--- config.mk ---
export PLATFORM = sky130hd
export DESIGN_NAME = sfd_diag
export DESIGN_NICKNAME = d
export VERILOG_FILES = /design/src/pkg/sfd_pkg.sv /design/src/sfd_diag.sv /design/src/sfd_sync.sv /design/src/sfd_tick.sv
export VERILOG_INCLUDE_DIRS = /design/src /design/src/pkg
export SDC_FILE = /design/constraint.sdc
export NUM_CORES = 1
export LEC_CHECK = 0
export BUFFER_PORTS_ARGS = -buffer_cell sky130_fd_sc_hd__buf_2
export CAP_MARGIN = 0
export CORE_MARGIN = 1.5
export CORE_UTILIZATION = 40
export CTS_CLUSTER_SIZE = 14
export DETAILED_ROUTE_END_ITERATION = 7
export PLACE_DENSITY = 0.69
export SLEW_MARGIN = 25
export SYNTH_ARGS = -nofsm -noshare
export SYNTH_HDL_FRONTEND = slang
export SYNTH_SLANG_ARGS = --single-unit
--- constraint.sdc ---
create_clock -name clk -period 2.1 [get_ports clk]
set_input_delay 0.315 -clock clk [delete_from_list [all_inputs] [get_ports clk]]
set_output_delay 0.315 -clock clk [all_outputs]
set_load 0.01 [all_outputs]
--- src/pkg/sfd_params.svh ---
// Timing counts and field constants for the switch fault diagnostics block.
`ifndef SFD_PARAMS_SVH
`define SFD_PARAMS_SVH
`define SFD_NUM_CH          4
`define SFD_DUTY_W          7
`define SFD_DUTY_FULL       7'h7f
`define SFD_CLK_MHZ         100
`define SFD_LED_PERIOD_US   1000
`define SFD_LED_PERIOD_CYC  (`SFD_LED_PERIOD_US * `SFD_CLK_MHZ)
`endif

--- src/pkg/sfd_pkg.sv ---
// Types shared by the switch fault diagnostics block.
package sfd_pkg;
    typedef struct packed {
        logic [3:0] short_detect_disable;
        logic [3:0] off_open_load_disable;
        logic [3:0] on_open_load_disable;
        logic [3:0] led_load_select;
        logic [3:0] sense_copy_ratio;
        logic       temp_enable;
        logic       sense_route_enable;
        logic [1:0] sense_channel_select;
        logic       supply_fail_enable;
    } sfd_cfg_t;

    typedef struct packed {
        logic [3:0] short_to_supply_flag;
        logic [3:0] off_open_load_flag;
        logic [3:0] on_open_load_flag;
        logic       temperature_prewarning_flag;
        logic       undervoltage_flag;
    } sfd_flags_t;

    typedef enum logic [1:0] {
        SFD_SNS_OFF,
        SFD_SNS_CURRENT,
        SFD_SNS_TEMP
    } sfd_sense_t;
endpackage

--- src/sfd_diag.sv ---
// Fault latching, sense routing and supply-loss logic of a quad switch.
`timescale 1ns/10ps
`default_nettype none
`include "sfd_params.svh"
module sfd_diag
    import sfd_pkg::*;
#(
    parameter int LED_PERIOD = `SFD_LED_PERIOD_CYC
) (
    input  wire logic           clk,
    input  wire logic           reset_n,
    input  wire sfd_cfg_t       cfg_in,
    input  wire logic           cfg_write,
    input  wire logic           status_read,
    input  wire logic           fail_safe_mode,
    input  wire logic [3:0]     out_cmd,
    input  wire logic [3:0]     direct_in,
    input  wire logic [6:0]     duty [4],
    input  wire logic [3:0]     overload_off,
    input  wire logic [3:0]     short_above_thr,
    input  wire logic [3:0]     open_above_thr,
    input  wire logic [3:0]     gate_low,
    input  wire logic [3:0]     below_bulb_thr,
    input  wire logic [3:0]     below_led_thr,
    input  wire logic           temp_above_warn,
    input  wire logic           battery_above_clamp,
    input  wire logic           battery_supply_ok,
    input  wire logic           logic_supply_ok,
    input  wire logic           logic_supply_fail,
    input  wire logic           both_supplies_por,
    output var  sfd_cfg_t       cfg,
    output var  sfd_flags_t     flags,
    output var  logic [3:0]     out_on,
    output var  logic           fault_status_pin_n,
    output var  sfd_sense_t     sense_mode,
    output var  logic [1:0]     sense_channel,
    output var  logic           sense_ratio,
    output var  logic           sense_active
);
    // Analog comparator and supply levels arrive asynchronously.
    // Supplies travel as loss levels, so the cleared synchroniser reads as
    // healthy and no false supply loss follows a reset.
    localparam int NA = 30;
    logic [NA-1:0] raw;
    logic [NA-1:0] s;

    assign raw = {short_above_thr, open_above_thr, gate_low, below_bulb_thr,
                  below_led_thr, direct_in, temp_above_warn,
                  battery_above_clamp, !battery_supply_ok, !logic_supply_ok,
                  logic_supply_fail, both_supplies_por};

    sfd_sync #(.W(NA)) u_sync (
        .clk     (clk),
        .reset_n (reset_n),
        .d       (raw),
        .q       (s)
    );

    logic [3:0] short_s;
    logic [3:0] open_s;
    logic [3:0] gate_low_s;
    logic [3:0] bulb_s;
    logic [3:0] led_s;
    logic       temp_s;
    logic       clamp_s;
    logic       bat_ok_s;
    logic       vdd_ok_s;
    logic       vdd_fail_s;
    logic       por_s;
    logic [3:0] ovl_s;
    logic [3:0] dir_s;

    assign short_s    = s[29:26];
    assign open_s     = s[25:22];
    assign gate_low_s = s[21:18];
    assign bulb_s     = s[17:14];
    assign led_s      = s[13:10];
    assign dir_s      = s[9:6];
    assign temp_s     = s[5];
    assign clamp_s    = s[4];
    assign bat_ok_s   = !s[3];
    assign vdd_ok_s   = !s[2];
    assign vdd_fail_s = s[1];
    assign por_s      = s[0];

    // Overload turn-off comes from on-chip logic on this clock.
    assign ovl_s = overload_off;

    logic tick;

    sfd_tick #(.PERIOD(LED_PERIOD)) u_tick (
        .clk     (clk),
        .reset_n (reset_n),
        .tick    (tick)
    );

    // Configuration wipe on logic supply loss, power-on reset or enabled logic supply fail; not on battery loss.
    logic cfg_wipe;
    assign cfg_wipe = !vdd_ok_s || (vdd_fail_s && cfg.supply_fail_enable)
                      || por_s;

    always_ff @(posedge clk) begin
        if (!reset_n || cfg_wipe) begin
            cfg <= '0;
        end else if (cfg_write) begin
            // Held across battery loss while logic supply is good.
            cfg <= cfg_in;
        end
    end

    // Protections keep running without logic supply, on a zero config.
    sfd_cfg_t eff;
    assign eff = vdd_ok_s ? cfg : '0;

    logic [3:0] cmd_eff;
    assign cmd_eff = vdd_ok_s ? out_cmd : dir_s;

    logic [3:0] short_det;
    logic [3:0] open_det;
    logic [3:0] on_det;
    logic [3:0] led_full;

    always_comb begin
        for (int i = 0; i < 4; i++) begin
            short_det[i] = !cmd_eff[i] && short_s[i]
                           && !eff.short_detect_disable[i];
            open_det[i]  = !cmd_eff[i] && open_s[i]
                           && !eff.off_open_load_disable[i];
            led_full[i]  = duty[i] == `SFD_DUTY_FULL;
            if (eff.led_load_select[i]) begin
                on_det[i] = cmd_eff[i] && led_s[i] && led_full[i]
                            && tick;
            end else begin
                on_det[i] = cmd_eff[i] && bulb_s[i];
            end
            if (eff.on_open_load_disable[i]) begin
                on_det[i] = 1'b0;
            end
        end
    end

    // Short and off-state open load flags latch once the gate is low; on-state open load does not wait for it; the set always beats the clear.
    logic [3:0] short_live;
    logic [3:0] off_live;
    logic [3:0] on_live;
    assign short_live = short_det & gate_low_s;
    assign off_live   = (open_det | short_det) & gate_low_s;
    assign on_live    = on_det;

    logic pin_fault;

    always_ff @(posedge clk) begin
        if (!reset_n || por_s) begin
            flags <= '0;
        end else begin
            for (int i = 0; i < 4; i++) begin
                if (short_live[i]) begin
                    flags.short_to_supply_flag[i] <= 1'b1;
                end else if (status_read) begin
                    flags.short_to_supply_flag[i] <= 1'b0;
                end
                if (off_live[i]) begin
                    flags.off_open_load_flag[i] <= 1'b1;
                end else if (status_read && !pin_fault) begin
                    flags.off_open_load_flag[i] <= 1'b0;
                end
                if (on_live[i] || (cmd_eff[i] && !eff.on_open_load_disable[i]
                    && (eff.led_load_select[i] ? 1'b0 : bulb_s[i]))) begin
                    flags.on_open_load_flag[i] <= 1'b1;
                end else if (status_read) begin
                    flags.on_open_load_flag[i] <= 1'b0;
                end
            end
            if (temp_s && !fail_safe_mode) begin
                flags.temperature_prewarning_flag <= 1'b1;
            end else if (status_read) begin
                flags.temperature_prewarning_flag <= 1'b0;
            end
            if (!bat_ok_s) begin
                flags.undervoltage_flag <= 1'b1;
            end else if (status_read) begin
                flags.undervoltage_flag <= 1'b0;
            end
        end
    end

    // Pin shows off-state faults live; on-state open load leaves it alone.
    assign pin_fault = |(short_det | open_det);

    always_ff @(posedge clk) begin
        if (!reset_n) begin
            fault_status_pin_n <= 1'b1;
        end else begin
            fault_status_pin_n <= !pin_fault;
        end
    end

    // Clamp overrides an overload turn-off and switches every output on.
    always_ff @(posedge clk) begin
        if (!reset_n) begin
            out_on <= 4'h0;
        end else if (clamp_s && |ovl_s) begin
            out_on <= 4'hf;
        end else begin
            out_on <= cmd_eff & ~ovl_s;
        end
    end

    // Sense routing: temperature wins over current copy when enabled.
    always_ff @(posedge clk) begin
        if (!reset_n) begin
            sense_mode    <= SFD_SNS_OFF;
            sense_channel <= 2'h0;
            sense_ratio   <= 1'b0;
            sense_active  <= 1'b0;
        end else begin
            sense_channel <= eff.sense_channel_select;
            sense_ratio   <= eff.sense_copy_ratio[eff.sense_channel_select];
            if (eff.temp_enable) begin
                sense_mode   <= SFD_SNS_TEMP;
                sense_active <= 1'b1;
            end else if (eff.sense_route_enable && !fail_safe_mode) begin
                sense_mode   <= SFD_SNS_CURRENT;
                sense_active <= cmd_eff[eff.sense_channel_select];
            end else begin
                sense_mode   <= SFD_SNS_OFF;
                sense_active <= 1'b0;
            end
        end
    end

    property p_short_sets;
        @(posedge clk) disable iff (!reset_n)
        short_live[0] |=> flags.short_to_supply_flag[0];
    endproperty
    a_short_sets: assert property (p_short_sets)
        else $error("short flag not set");

    property p_short_off_both;
        @(posedge clk) disable iff (!reset_n)
        short_live[1] |=> flags.off_open_load_flag[1];
    endproperty
    a_short_off_both: assert property (p_short_off_both)
        else $error("off open load flag not set with short");

    property p_pin_live;
        @(posedge clk) disable iff (!reset_n)
        pin_fault |=> !fault_status_pin_n;
    endproperty
    a_pin_live: assert property (p_pin_live)
        else $error("fault pin not low on fault");

    property p_persist;
        @(posedge clk) disable iff (!reset_n || por_s)
        (status_read && short_live[0]) |=> flags.short_to_supply_flag[0];
    endproperty
    a_persist: assert property (p_persist)
        else $error("flag cleared while condition persists");

    property p_off_hold;
        @(posedge clk) disable iff (!reset_n || por_s)
        (flags.off_open_load_flag[0] && pin_fault && status_read)
            |=> flags.off_open_load_flag[0];
    endproperty
    a_off_hold: assert property (p_off_hold)
        else $error("off open load flag dropped");

    property p_clamp;
        @(posedge clk) disable iff (!reset_n)
        (clamp_s && |ovl_s) |=> out_on == 4'hf;
    endproperty
    a_clamp: assert property (p_clamp)
        else $error("clamp did not switch outputs on");

    property p_failsafe;
        @(posedge clk) disable iff (!reset_n)
        fail_safe_mode |=> sense_mode != SFD_SNS_CURRENT;
    endproperty
    a_failsafe: assert property (p_failsafe)
        else $error("current copy active in fail safe");

    property p_wipe;
        @(posedge clk) disable iff (!reset_n)
        cfg_wipe |=> cfg == '0;
    endproperty
    a_wipe: assert property (p_wipe)
        else $error("configuration not wiped");

    property p_uv;
        @(posedge clk) disable iff (!reset_n || por_s)
        !bat_ok_s |=> flags.undervoltage_flag;
    endproperty
    a_uv: assert property (p_uv)
        else $error("undervoltage flag not set");
endmodule // sfd_diag
`default_nettype wire

--- src/sfd_sync.sv ---
// Two-stage synchroniser for a bus of asynchronous levels.
`timescale 1ns/10ps
`default_nettype none
module sfd_sync #(
    parameter int W = 1
) (
    input  wire logic         clk,
    input  wire logic         reset_n,
    input  wire logic [W-1:0] d,
    output var  logic [W-1:0] q
);
    logic [W-1:0] meta;

    always_ff @(posedge clk) begin
        if (!reset_n) begin
            meta <= '0;
            q    <= '0;
        end else begin
            meta <= d;
            q    <= meta;
        end
    end
endmodule // sfd_sync
`default_nettype wire

--- src/sfd_tick.sv ---
// Divider that pulses once per LED open-load check period.
`timescale 1ns/10ps
`default_nettype none
module sfd_tick #(
    parameter int PERIOD = 100000
) (
    input  wire logic clk,
    input  wire logic reset_n,
    output var  logic tick
);
    logic [31:0] cnt;

    always_ff @(posedge clk) begin
        if (!reset_n) begin
            cnt  <= 32'h0;
            tick <= 1'b0;
        end else if (cnt == 32'(PERIOD - 1)) begin
            cnt  <= 32'h0;
            tick <= 1'b1;
        end else begin
            cnt  <= cnt + 32'h1;
            tick <= 1'b0;
        end
    end
endmodule // sfd_tick
`default_nettype wire

==> flow_summary.ini, run 1 <==
[cells_and_area]
n_antenna_cell = 0
final_common_cell = buf_2
area_growth_pct = 26.5
layout-drive-gt1-share_pct = 27.9
multiInputGateArea_sq_mm = 0.00234
num-fill-cells = 1198
seq_area_sq_mm = 0.00286
design_area_sq_mm = 0.00681
final_cell_mix = buf_2 (145), dfxtp_1 (143), and2_1 (65)
num-nets-final = 785

[floorplanning]
start_util_pct = 40.8
die_h_um = 119
rows = 42
die_area_sq_mm = 0.0142
design.core.area_sq_mm = 0.0132
num_io_pins = 146
die_w_um = 119

[critical_path]
path_buf_inv = 0
start_kind = flip-flop
crit_chain = ha_1 > and4_1 > nand2_4 > or4_1 > a21oi_1
r2r-end = u_tick.cnt[22]
reg2reg_slack_ps = 170
cp.required_ps = 2440
cp_max_fo = 12
cpMaxStageDelayCell = or4_1
r2r_cells = 5
critPathTopFamily = simple AND/OR/NAND/NOR gates
worstPathArrival_ps = 2270
reg2reg_from = u_tick.cnt[0]
cp-end-kind = flip-flop
crit_start = u_tick.cnt[0]
critPathKind = reg2reg
cpPeakStageDelay_ps = 530

[logic_synthesis]
post-synth-top-area-cell = dfxtp_1
ys_warn_count = 0
synth_cells = 543
synth.avg_cell_area_sq_um = 9.92
synth_top_area_share_pct = 53.2
ys_async_sr_fraction_pct = 0
syn-cell-area_sq_mm = 0.00538
ys_ff_latch = 143
yosysSeqAreaShare_pct = 53.2
synth_edf_count = 0
synthFlopType = dfxtp_1
yosysUniqueCellTypes = 49
synthTopCellsByArea = dfxtp_1 (53%), and2_1 (7.6%), mux2i_1 (5.4%), nor2_1 (3.4%), a21oi_1 (2.8%)
synth_nets = 640

[global_route]
grtUsageTotal_pct = 19.2
antenna_found_initial = 0
first_global_vias = 4352
busiest_layer = met2
grt_pass1_wl_um = 21200
use_met3_pct = 4.98
grt_max_degree = 32
grt_util_met2_pct = 32.8
grt_overflow_total = 0
grtUsageMet1_pct = 22.9

[power_and_ir_drop]
p_seq_share_pct = 47.9
internal_power_mw = 4.71
leakagePower_nw = 2.90
p_comb_share_pct = 6.7
p_clk_share_pct = 45.4
p_sw_share_pct = 21.6
power_density_mw_per_mm2 = 882
ir_drop_mv = 0.679
p_sw_mw = 1.29

[drt]
first_iter_violations = 218
route.detailed.drc = 0
ant_nets = 0
num_vias = 4474
vias_per_cell = 5.11
wl_per_cell_um = 15.0
drt_wl_total_um = 13200
drt_pass1_iterations = 4

[sta]
fmax_mhz = 518
fin_crit_sh_pct = 91.9
clock-skew-final_ps = 8.36
drv_slew = 0
setup_tns_ps = 0
worst_pin_slew_ps = 823
setup_viol = 0
rsz0062_at_grt = no
finalHoldViolations = 0
max_slew_margin_pct = 45.1
timing.final.crit_period_ps = 1930

[min_path]
holdPathStages = 2
min_from = battery_supply_ok
hp-class = in2reg
min_delay_worst_endpoint = u_sync.meta[3]

[cts]
cts_made_buffers = 17
tritoncts = done
post_cts_buffers = 0
htree_num_levels = 4
clock-sinks = 143
path_clk_slew_ps = 50
cts-resized-gates = 0
ctsHoldBuffers = 0
clock_latency_ps = 410
clock_path_buffers = 2
ctsRootBufferMaster = clkbuf_16

[placement]
port_buffers = 145
routabilityCongestion = 0.885
placed_area_sq_mm = 0.00627
hpwl_um = 9790

[run]
max_cap_viol_count = 0

[status]
status = finished, final reports clean
## worst register-to-register path: cells and delay by family, from the launching register on
kind	cells	cell delay [ps]
compound gates	1	150
fa+ha+maj	1	220
flops	1	370
simple gates	3	1120
## through the flow
stage / hold slack [ps] / setup WS [ps] / utilization, % / power, mW / instances
3_5_place_dp: 419 / 196 / 47.5 / 3.34 / 845
3_3_place_gp: 414 / 263 / 47.5 / 3.33 / 845
2_1_floorplan: 382 / 378 / - / 3.13 / 543
6_report: 67.5 / 170 / 51.6 / 6.01 / 875
5_1_grt: 54.3 / 35.4 / 51.6 / 6.25 / 875
4_1_cts: 50.4 / 172 / 51.6 / 6.07 / 875
## per-layer routing
metal / part of all wire [%] / routed length (um)
met5: 0 / 0
met4: 1.9 / 244
met3: 5.2 / 688
met2: 48 / 6360
met1: 45 / 5860
## cells by family after synthesis
| kind of cell | count (synthesis) | synth area share (%) |
|---|---|---|
| muxes | 32 | 6.23 |
| AOI/OAI and AO/OA | 86 | 10.3 |
| xor gates and xnor gates | 13 | 2.11 |
| adders and majority gates | 1 | 0.232 |
| buffers and inverters | 41 | 3.58 |
| and+or+nand+nor | 227 | 24.4 |
| DFF | 143 | 53.2 |
## registers in the layout, indices dropped and copies added, names as in the netlist, 2 cells and up
register and count:
u_sync.q 30, out_on 4, sense_mode 2, sense_channel 2, cfg 25, flags 14
u_sync.meta 30, u_tick.cnt 32
## how the worst max path moves through the flow
stage / cells after the start / slack [ps] / to
6_report: 5 / 170 / u_tick.cnt[22]
5_1_grt: 5 / 40 / u_tick.cnt[24]
4_1_cts: 5 / 170 / u_tick.cnt[22]
3_5_place_dp: 5 / 200 / u_tick.cnt[22]
3_3_place_gp: 5 / 260 / u_tick.cnt[22]
2_1_floorplan: 7 / 380 / u_tick.cnt[26]
## power groups by stage
stage          registers (mW)  clock network, mW  logic (mW)
6_report                 2.88               2.73       0.404
5_1_grt                  2.89               2.92       0.445
4_1_cts                  2.87               2.79       0.410
3_5_place_dp             2.93                  0       0.407
3_3_place_gp             2.93                  0       0.400
2_1_floorplan            2.93                  0       0.197
## synth_stat cells, types with 3 or more instances
cell type  count
clkbuf_1      15
nor3b_1        4
nor2_1        49
dfxtp_1      143
o21a_1         7
buf_2          7
a211oi_1       4
mux2i_1       29
xor2_1        11
or4_4          3
nand2b_1       6
a21oi_2        3
nor2b_1        6
and3_1         3
a21o_1         4
or4_1         12
a21oi_1       30
o2111ai_1      4
nand4_1       19
inv_1         13
and4_1         7
o21ai_0       14
nand3_1       12
and2_1        65
buf_6          4
o31ai_1       10
o31a_1         3
or3_1          6
nand2_1       22
nor4_1         6
## layout make-up
type / instances / share of cell area (%)
timing repair buffer: 153 / 11.7
multi-input combinational: 359 / 34.3
sequential: 143 / 42.0
inverter: 14 / 0.771
tap: 176 / 3.23
clock buffer: 23 / 7.02
clock inverter: 7 / 0.918
No activity file was read; power rests on OpenSTA's default activity.
==> run 2, diff against run 1 <==
--- a/config.mk
+++ b/config.mk
@@ -12,7 +12,7 @@
 export CORE_UTILIZATION = 40
 export CTS_CLUSTER_SIZE = 14
 export DETAILED_ROUTE_END_ITERATION = 7
-export PLACE_DENSITY = 0.69
+export PLACE_DENSITY = 0.71
 export SLEW_MARGIN = 25
 export SYNTH_ARGS = -nofsm -noshare
 export SYNTH_HDL_FRONTEND = slang
==> constraint.sdc (replaced) <==
create_clock -name clk -period 1.7 [get_ports clk]
set_input_delay 0.255 -clock clk [delete_from_list [all_inputs] [get_ports clk]]
set_output_delay 0.255 -clock clk [all_outputs]
set_load 0.01 [all_outputs]
==> flow_summary.ini, run 2 (same netlist as run 1, synthesis figures left out) <==
[floorplanning]
die_w_um = 119
num_io_pins = 146
die_h_um = 119
design.core.area_sq_mm = 0.0132
rows = 42
die_area_sq_mm = 0.0142
start_util_pct = 40.8

[critical_path]
critPathKind = reg2reg
cp-end-kind = flip-flop
start_kind = flip-flop
worstPathArrival_ps = 2060
cp_max_fo = 5
cp.required_ps = 2010

[cts]
clock-sinks = 143
htree_num_levels = 4
clock_latency_ps = 420
clock_path_buffers = 2
cts_made_buffers = 17
tritoncts = done
ctsRootBufferMaster = clkbuf_16
path_clk_slew_ps = 60

[sta]
finalHoldViolations = 0
drv_slew = 0
worst_pin_slew_ps = 670
timing.final.crit_period_ps = 1750
setup_viol = 20
fmax_mhz = 572
max_slew_margin_pct = 54.8
rsz0062_at_grt = yes
clock-skew-final_ps = 7.72
setup_slack_ps = -47.5
worst_hold_slack_ps = 19.4
fin_crit_sh_pct = 103

[cells_and_area]
fin_cells = 912
reg_top3 = u_tick.cnt (32), u_sync.meta (30), u_sync.q (30)
regMostFlops = u_tick.cnt
largest_reg_flops = 32
layout-drive-gt1-share_pct = 36.5
num-nets-final = 820
area_growth_pct = 37.5
n_antenna_cell = 0
final_common_cell = buf_2
final_cell_mix = buf_2 (146), dfxtp_1 (127), and2_1 (65)
num-fill-cells = 1128
finalCoreUtilization_pct = 56.1

[power_and_ir_drop]
ir_drop_mv = 0.646
internal_power_mw = 6.17
p_sw_share_pct = 21.9
p_clk_share_pct = 47.8
p_sw_mw = 1.73
p_seq_share_pct = 44.9
p_comb_share_pct = 7.3
leakagePower_nw = 3.19
power_density_mw_per_mm2 = 1070

[placement]
dp_slack_ps = -90.1
dp_cells = 867
hpwl_um = 10100
routabilityCongestion = 0.887
port_buffers = 145

[global_route]
antenna_found_initial = 0
grtUsageTotal_pct = 20.1
grt_pass1_wl_um = 22200
grt_overflow_total = 0
grt_max_degree = 63
first_global_vias = 4503

[status]
status = finished with violations
violations = setup timing

[min_path]
hp-class = in2reg

[drt]
wl_per_cell_um = 15.7
ant_nets = 0
num_vias = 4700
drt_pass1_iterations = 4
first_iter_violations = 280
drt_wl_total_um = 14300
route.detailed.drc = 0
vias_per_cell = 5.15

[run]
max_cap_viol_count = 0
run 2: critical path: stages (launching register included):
cell	delay (ps)
dfxtp_2	340
nor4_2	340
nand4_1	230
o31ai_4	350
buf_6	180
clkbuf_16	140
nor2_1	40
run 2: power groups by stage:
stage	Sequential, mW	Combinational, mW	Clock (mW)
final	3.55	0.574	3.78
after global routing	3.56	0.628	3.97
after CTS	3.55	0.548	3.82
after detailed placement	3.62	0.534	0
after global placement	3.61	0.523	0
after floorplan	3.62	0.243	0
run 2: area by class of cell:
type	instances	area [sq um]	share of cell area, %
clock buffers	24	512	6.91
well taps	176	220	2.97
repair buffers	188	1160	15.7
flip-flops and latches	143	2880	38.9
multi-input cells	359	2480	33.4
inverters	14	52.6	0.710
clock inverters	8	100	1.35
run 2: timing repair:
item	in CTS	in global routing
setup buffers	0	8
hold buffers	1	0
endpoints found under the setup margin	51	34
endpoints found under the hold margin	1	0
gates cloned	0	4
pin swaps	0	8
resized for setup	17	33
run 2: worst paths after layout:
kind	slack, ps	startpoint	to	cells after the start
max reg2reg	-50	u_tick.cnt[11]	u_tick.cnt[5]	6
min	20	logic_supply_ok	u_sync.meta[2]	2
min reg2reg	420	u_sync.meta[28]	u_sync.q[28]	1
max	-50	u_tick.cnt[11]	u_tick.cnt[5]	6
run 2: metal layers:
metal	track usage, %	wire (um)	vias to the layer above
met2	34.0	7040	171
met4	8.81	352	0
li1	-	-	2267
met5	0	0	-
met3	4.55	932	30
met1	24.5	5990	2232
run 2: per-stage QoR:
stage | cell area [sq um] | TNS, ps | total power [mW]
final | 7400 | -668 | 7.90
after global routing | 7400 | -1660 | 8.16
after CTS | 7150 | 0 | 7.91
after detailed placement | 6460 | -406 | 4.15
after global placement | 6460 | -22.3 | 4.14
after floorplan | 5390 | 0 | 3.86
==> run 3, diff against run 2 <==
--- a/config.mk
+++ b/config.mk
@@ -8,11 +8,13 @@
 export LEC_CHECK = 0
 export BUFFER_PORTS_ARGS = -buffer_cell sky130_fd_sc_hd__buf_2
 export CAP_MARGIN = 0
+export CELL_PAD_IN_SITES_DETAIL_PLACEMENT = 0
+export CELL_PAD_IN_SITES_GLOBAL_PLACEMENT = 2
 export CORE_MARGIN = 1.5
-export CORE_UTILIZATION = 40
+export CORE_UTILIZATION = 28
 export CTS_CLUSTER_SIZE = 14
 export DETAILED_ROUTE_END_ITERATION = 7
-export PLACE_DENSITY = 0.71
+export PLACE_DENSITY = 0.79
 export SLEW_MARGIN = 25
 export SYNTH_ARGS = -nofsm -noshare
 export SYNTH_HDL_FRONTEND = slang
==> flow_summary.ini, run 3 (same netlist as run 1, synthesis figures left out) <==
[critical_path]
path_buf_inv = 1
cpMaxStageDelayCell = or4_1
reg2reg_from = u_tick.cnt[12]
crit_chain = and3_1 > nand3_2 > buf_12 > or4_1 > a21oi_2
critPathKind = reg2reg
cpPeakStageDelay_ps = 530
r2r_cells = 5
r2r-end = u_tick.cnt[21]
cp.required_ps = 2050
start_kind = flip-flop
worstPathArrival_ps = 1980
critPathTopFamily = simple AND/OR/NAND/NOR gates
reg2reg_slack_ps = 70
cp_max_fo = 21
cp-end-kind = flip-flop

[placement]
placed_area_sq_mm = 0.00660
routabilityCongestion = 0.820
port_buffers = 145
dp_cells = 936
hpwl_um = 11200
dp_slack_ps = 1.54

[global_route]
first_global_vias = 4417
antenna_found_initial = 0
grt_overflow_total = 0
grt_pass1_wl_um = 22600
grtUsageTotal_pct = 14.6
grt_max_degree = 27

[sta]
fin_crit_sh_pct = 96.0
rsz0062_at_grt = yes
timing.final.crit_period_ps = 1630
finalHoldViolations = 0
drv_slew = 0
max_slew_margin_pct = 56.0
worst_hold_slack_ps = 36.3
clock-skew-final_ps = 9.99
setup_viol = 0
setup_slack_ps = 68.3
fmax_mhz = 613
worst_pin_slew_ps = 652
setup_tns_ps = 0

[floorplanning]
num_io_pins = 146
die_w_um = 142
start_util_pct = 28.7
die_h_um = 142
design.core.area_sq_mm = 0.0188
die_area_sq_mm = 0.0201
rows = 50

[cells_and_area]
largest_reg_flops = 32
fin_cells = 970
final_cell_mix = buf_2 (145), dfxtp_1 (132), and2_1 (65)
num-fill-cells = 1874
layout-drive-gt1-share_pct = 35.6
n_antenna_cell = 0
area_growth_pct = 36.0
design_area_sq_mm = 0.00732
final_common_cell = buf_2
regMostFlops = u_tick.cnt
finalCoreUtilization_pct = 39.0
num-nets-final = 820
reg_top3 = u_tick.cnt (32), u_sync.meta (30), u_sync.q (30)

[drt]
first_iter_violations = 196
vias_per_cell = 4.64
drt_wl_total_um = 14500
drt_pass1_iterations = 4
ant_nets = 0
num_vias = 4498
wl_per_cell_um = 14.9
route.detailed.drc = 0

[cts]
ctsRootBufferMaster = clkbuf_16
htree_num_levels = 4
tritoncts = done
ctsHoldBuffers = 0
clock_path_buffers = 2
clock_latency_ps = 410
cts_made_buffers = 17
clock-sinks = 143
path_clk_slew_ps = 60

[power_and_ir_drop]
power_density_mw_per_mm2 = 1090
ir_drop_mv = 0.550
total_power_mw = 7.99
leakagePower_nw = 3.14

[min_path]
min_delay_worst_endpoint = u_sync.meta[3]
min_from = battery_supply_ok
hp-class = in2reg
holdPathStages = 2

[run]
max_cap_viol_count = 0

[status]
status = finished, final reports clean
run 3: changes by cell type in the layout (fill, tap and decap cells not counted), moves of 3 or more:
cell | before | now
buf_4 | 29 | 40
dfxtp_2 | 16 | 10
clkbuf_8 | 6 | 1
dfxtp_1 | 127 | 132
buf_12 | 4 | 1
buf_6 | 5 | 2
run 3: what timing repair did:
item,4_1_cts,5_1_grt
pin swaps,0,4
buffers inserted,0,2
hold endpoints to repair,0,0
resized for setup,3,28
setup endpoints to repair,8,35
run 3: layer usage:
layer  wire [um]  vias up  part of all wire [%]  global-route usage (%)
li1            -     2267                     -                       -
met4         143        0                  0.99                    5.05
met3         699       13                   4.8                    3.31
met2        6870      143                    47                    24.4
met5           0        -                     0                       0
met1        6770     2075                    47                    18.4
run 3: layout make-up:
type,instances,area (sq um),area share (%)
Clock inverter,14,189,2.58
Timing Repair Buffer,188,1070,14.6
Clock buffer,18,439,6.00
Multi-Input combinational cell,359,2400,32.8
Tap cell,234,293,4.00
Sequential cell,143,2880,39.3
Inverter,14,52.6,0.718
run 3: worst max path at each step:
stage                    from  depth (start not counted)  slack, ps              to
2_1_floorplan   u_tick.cnt[1]                          7        0.5  u_tick.cnt[26]
3_3_place_gp      u_sync.q[2]                          5         30        flags[5]
3_5_place_dp      u_sync.q[2]                          5          2        flags[5]
4_1_cts         u_tick.cnt[5]                          5         20  u_tick.cnt[17]
5_1_grt        u_tick.cnt[17]                          5        -10  u_tick.cnt[21]
6_report       u_tick.cnt[12]                          5         70  u_tick.cnt[21]
run 3: report_power, final:
part	leakage (nW)	internal, mW	switching, mW	total (mW)
clock network	0.302	2.49	1.41	3.90
logic	1.66	0.270	0.270	0.540
registers	1.18	3.48	0.0700	3.55
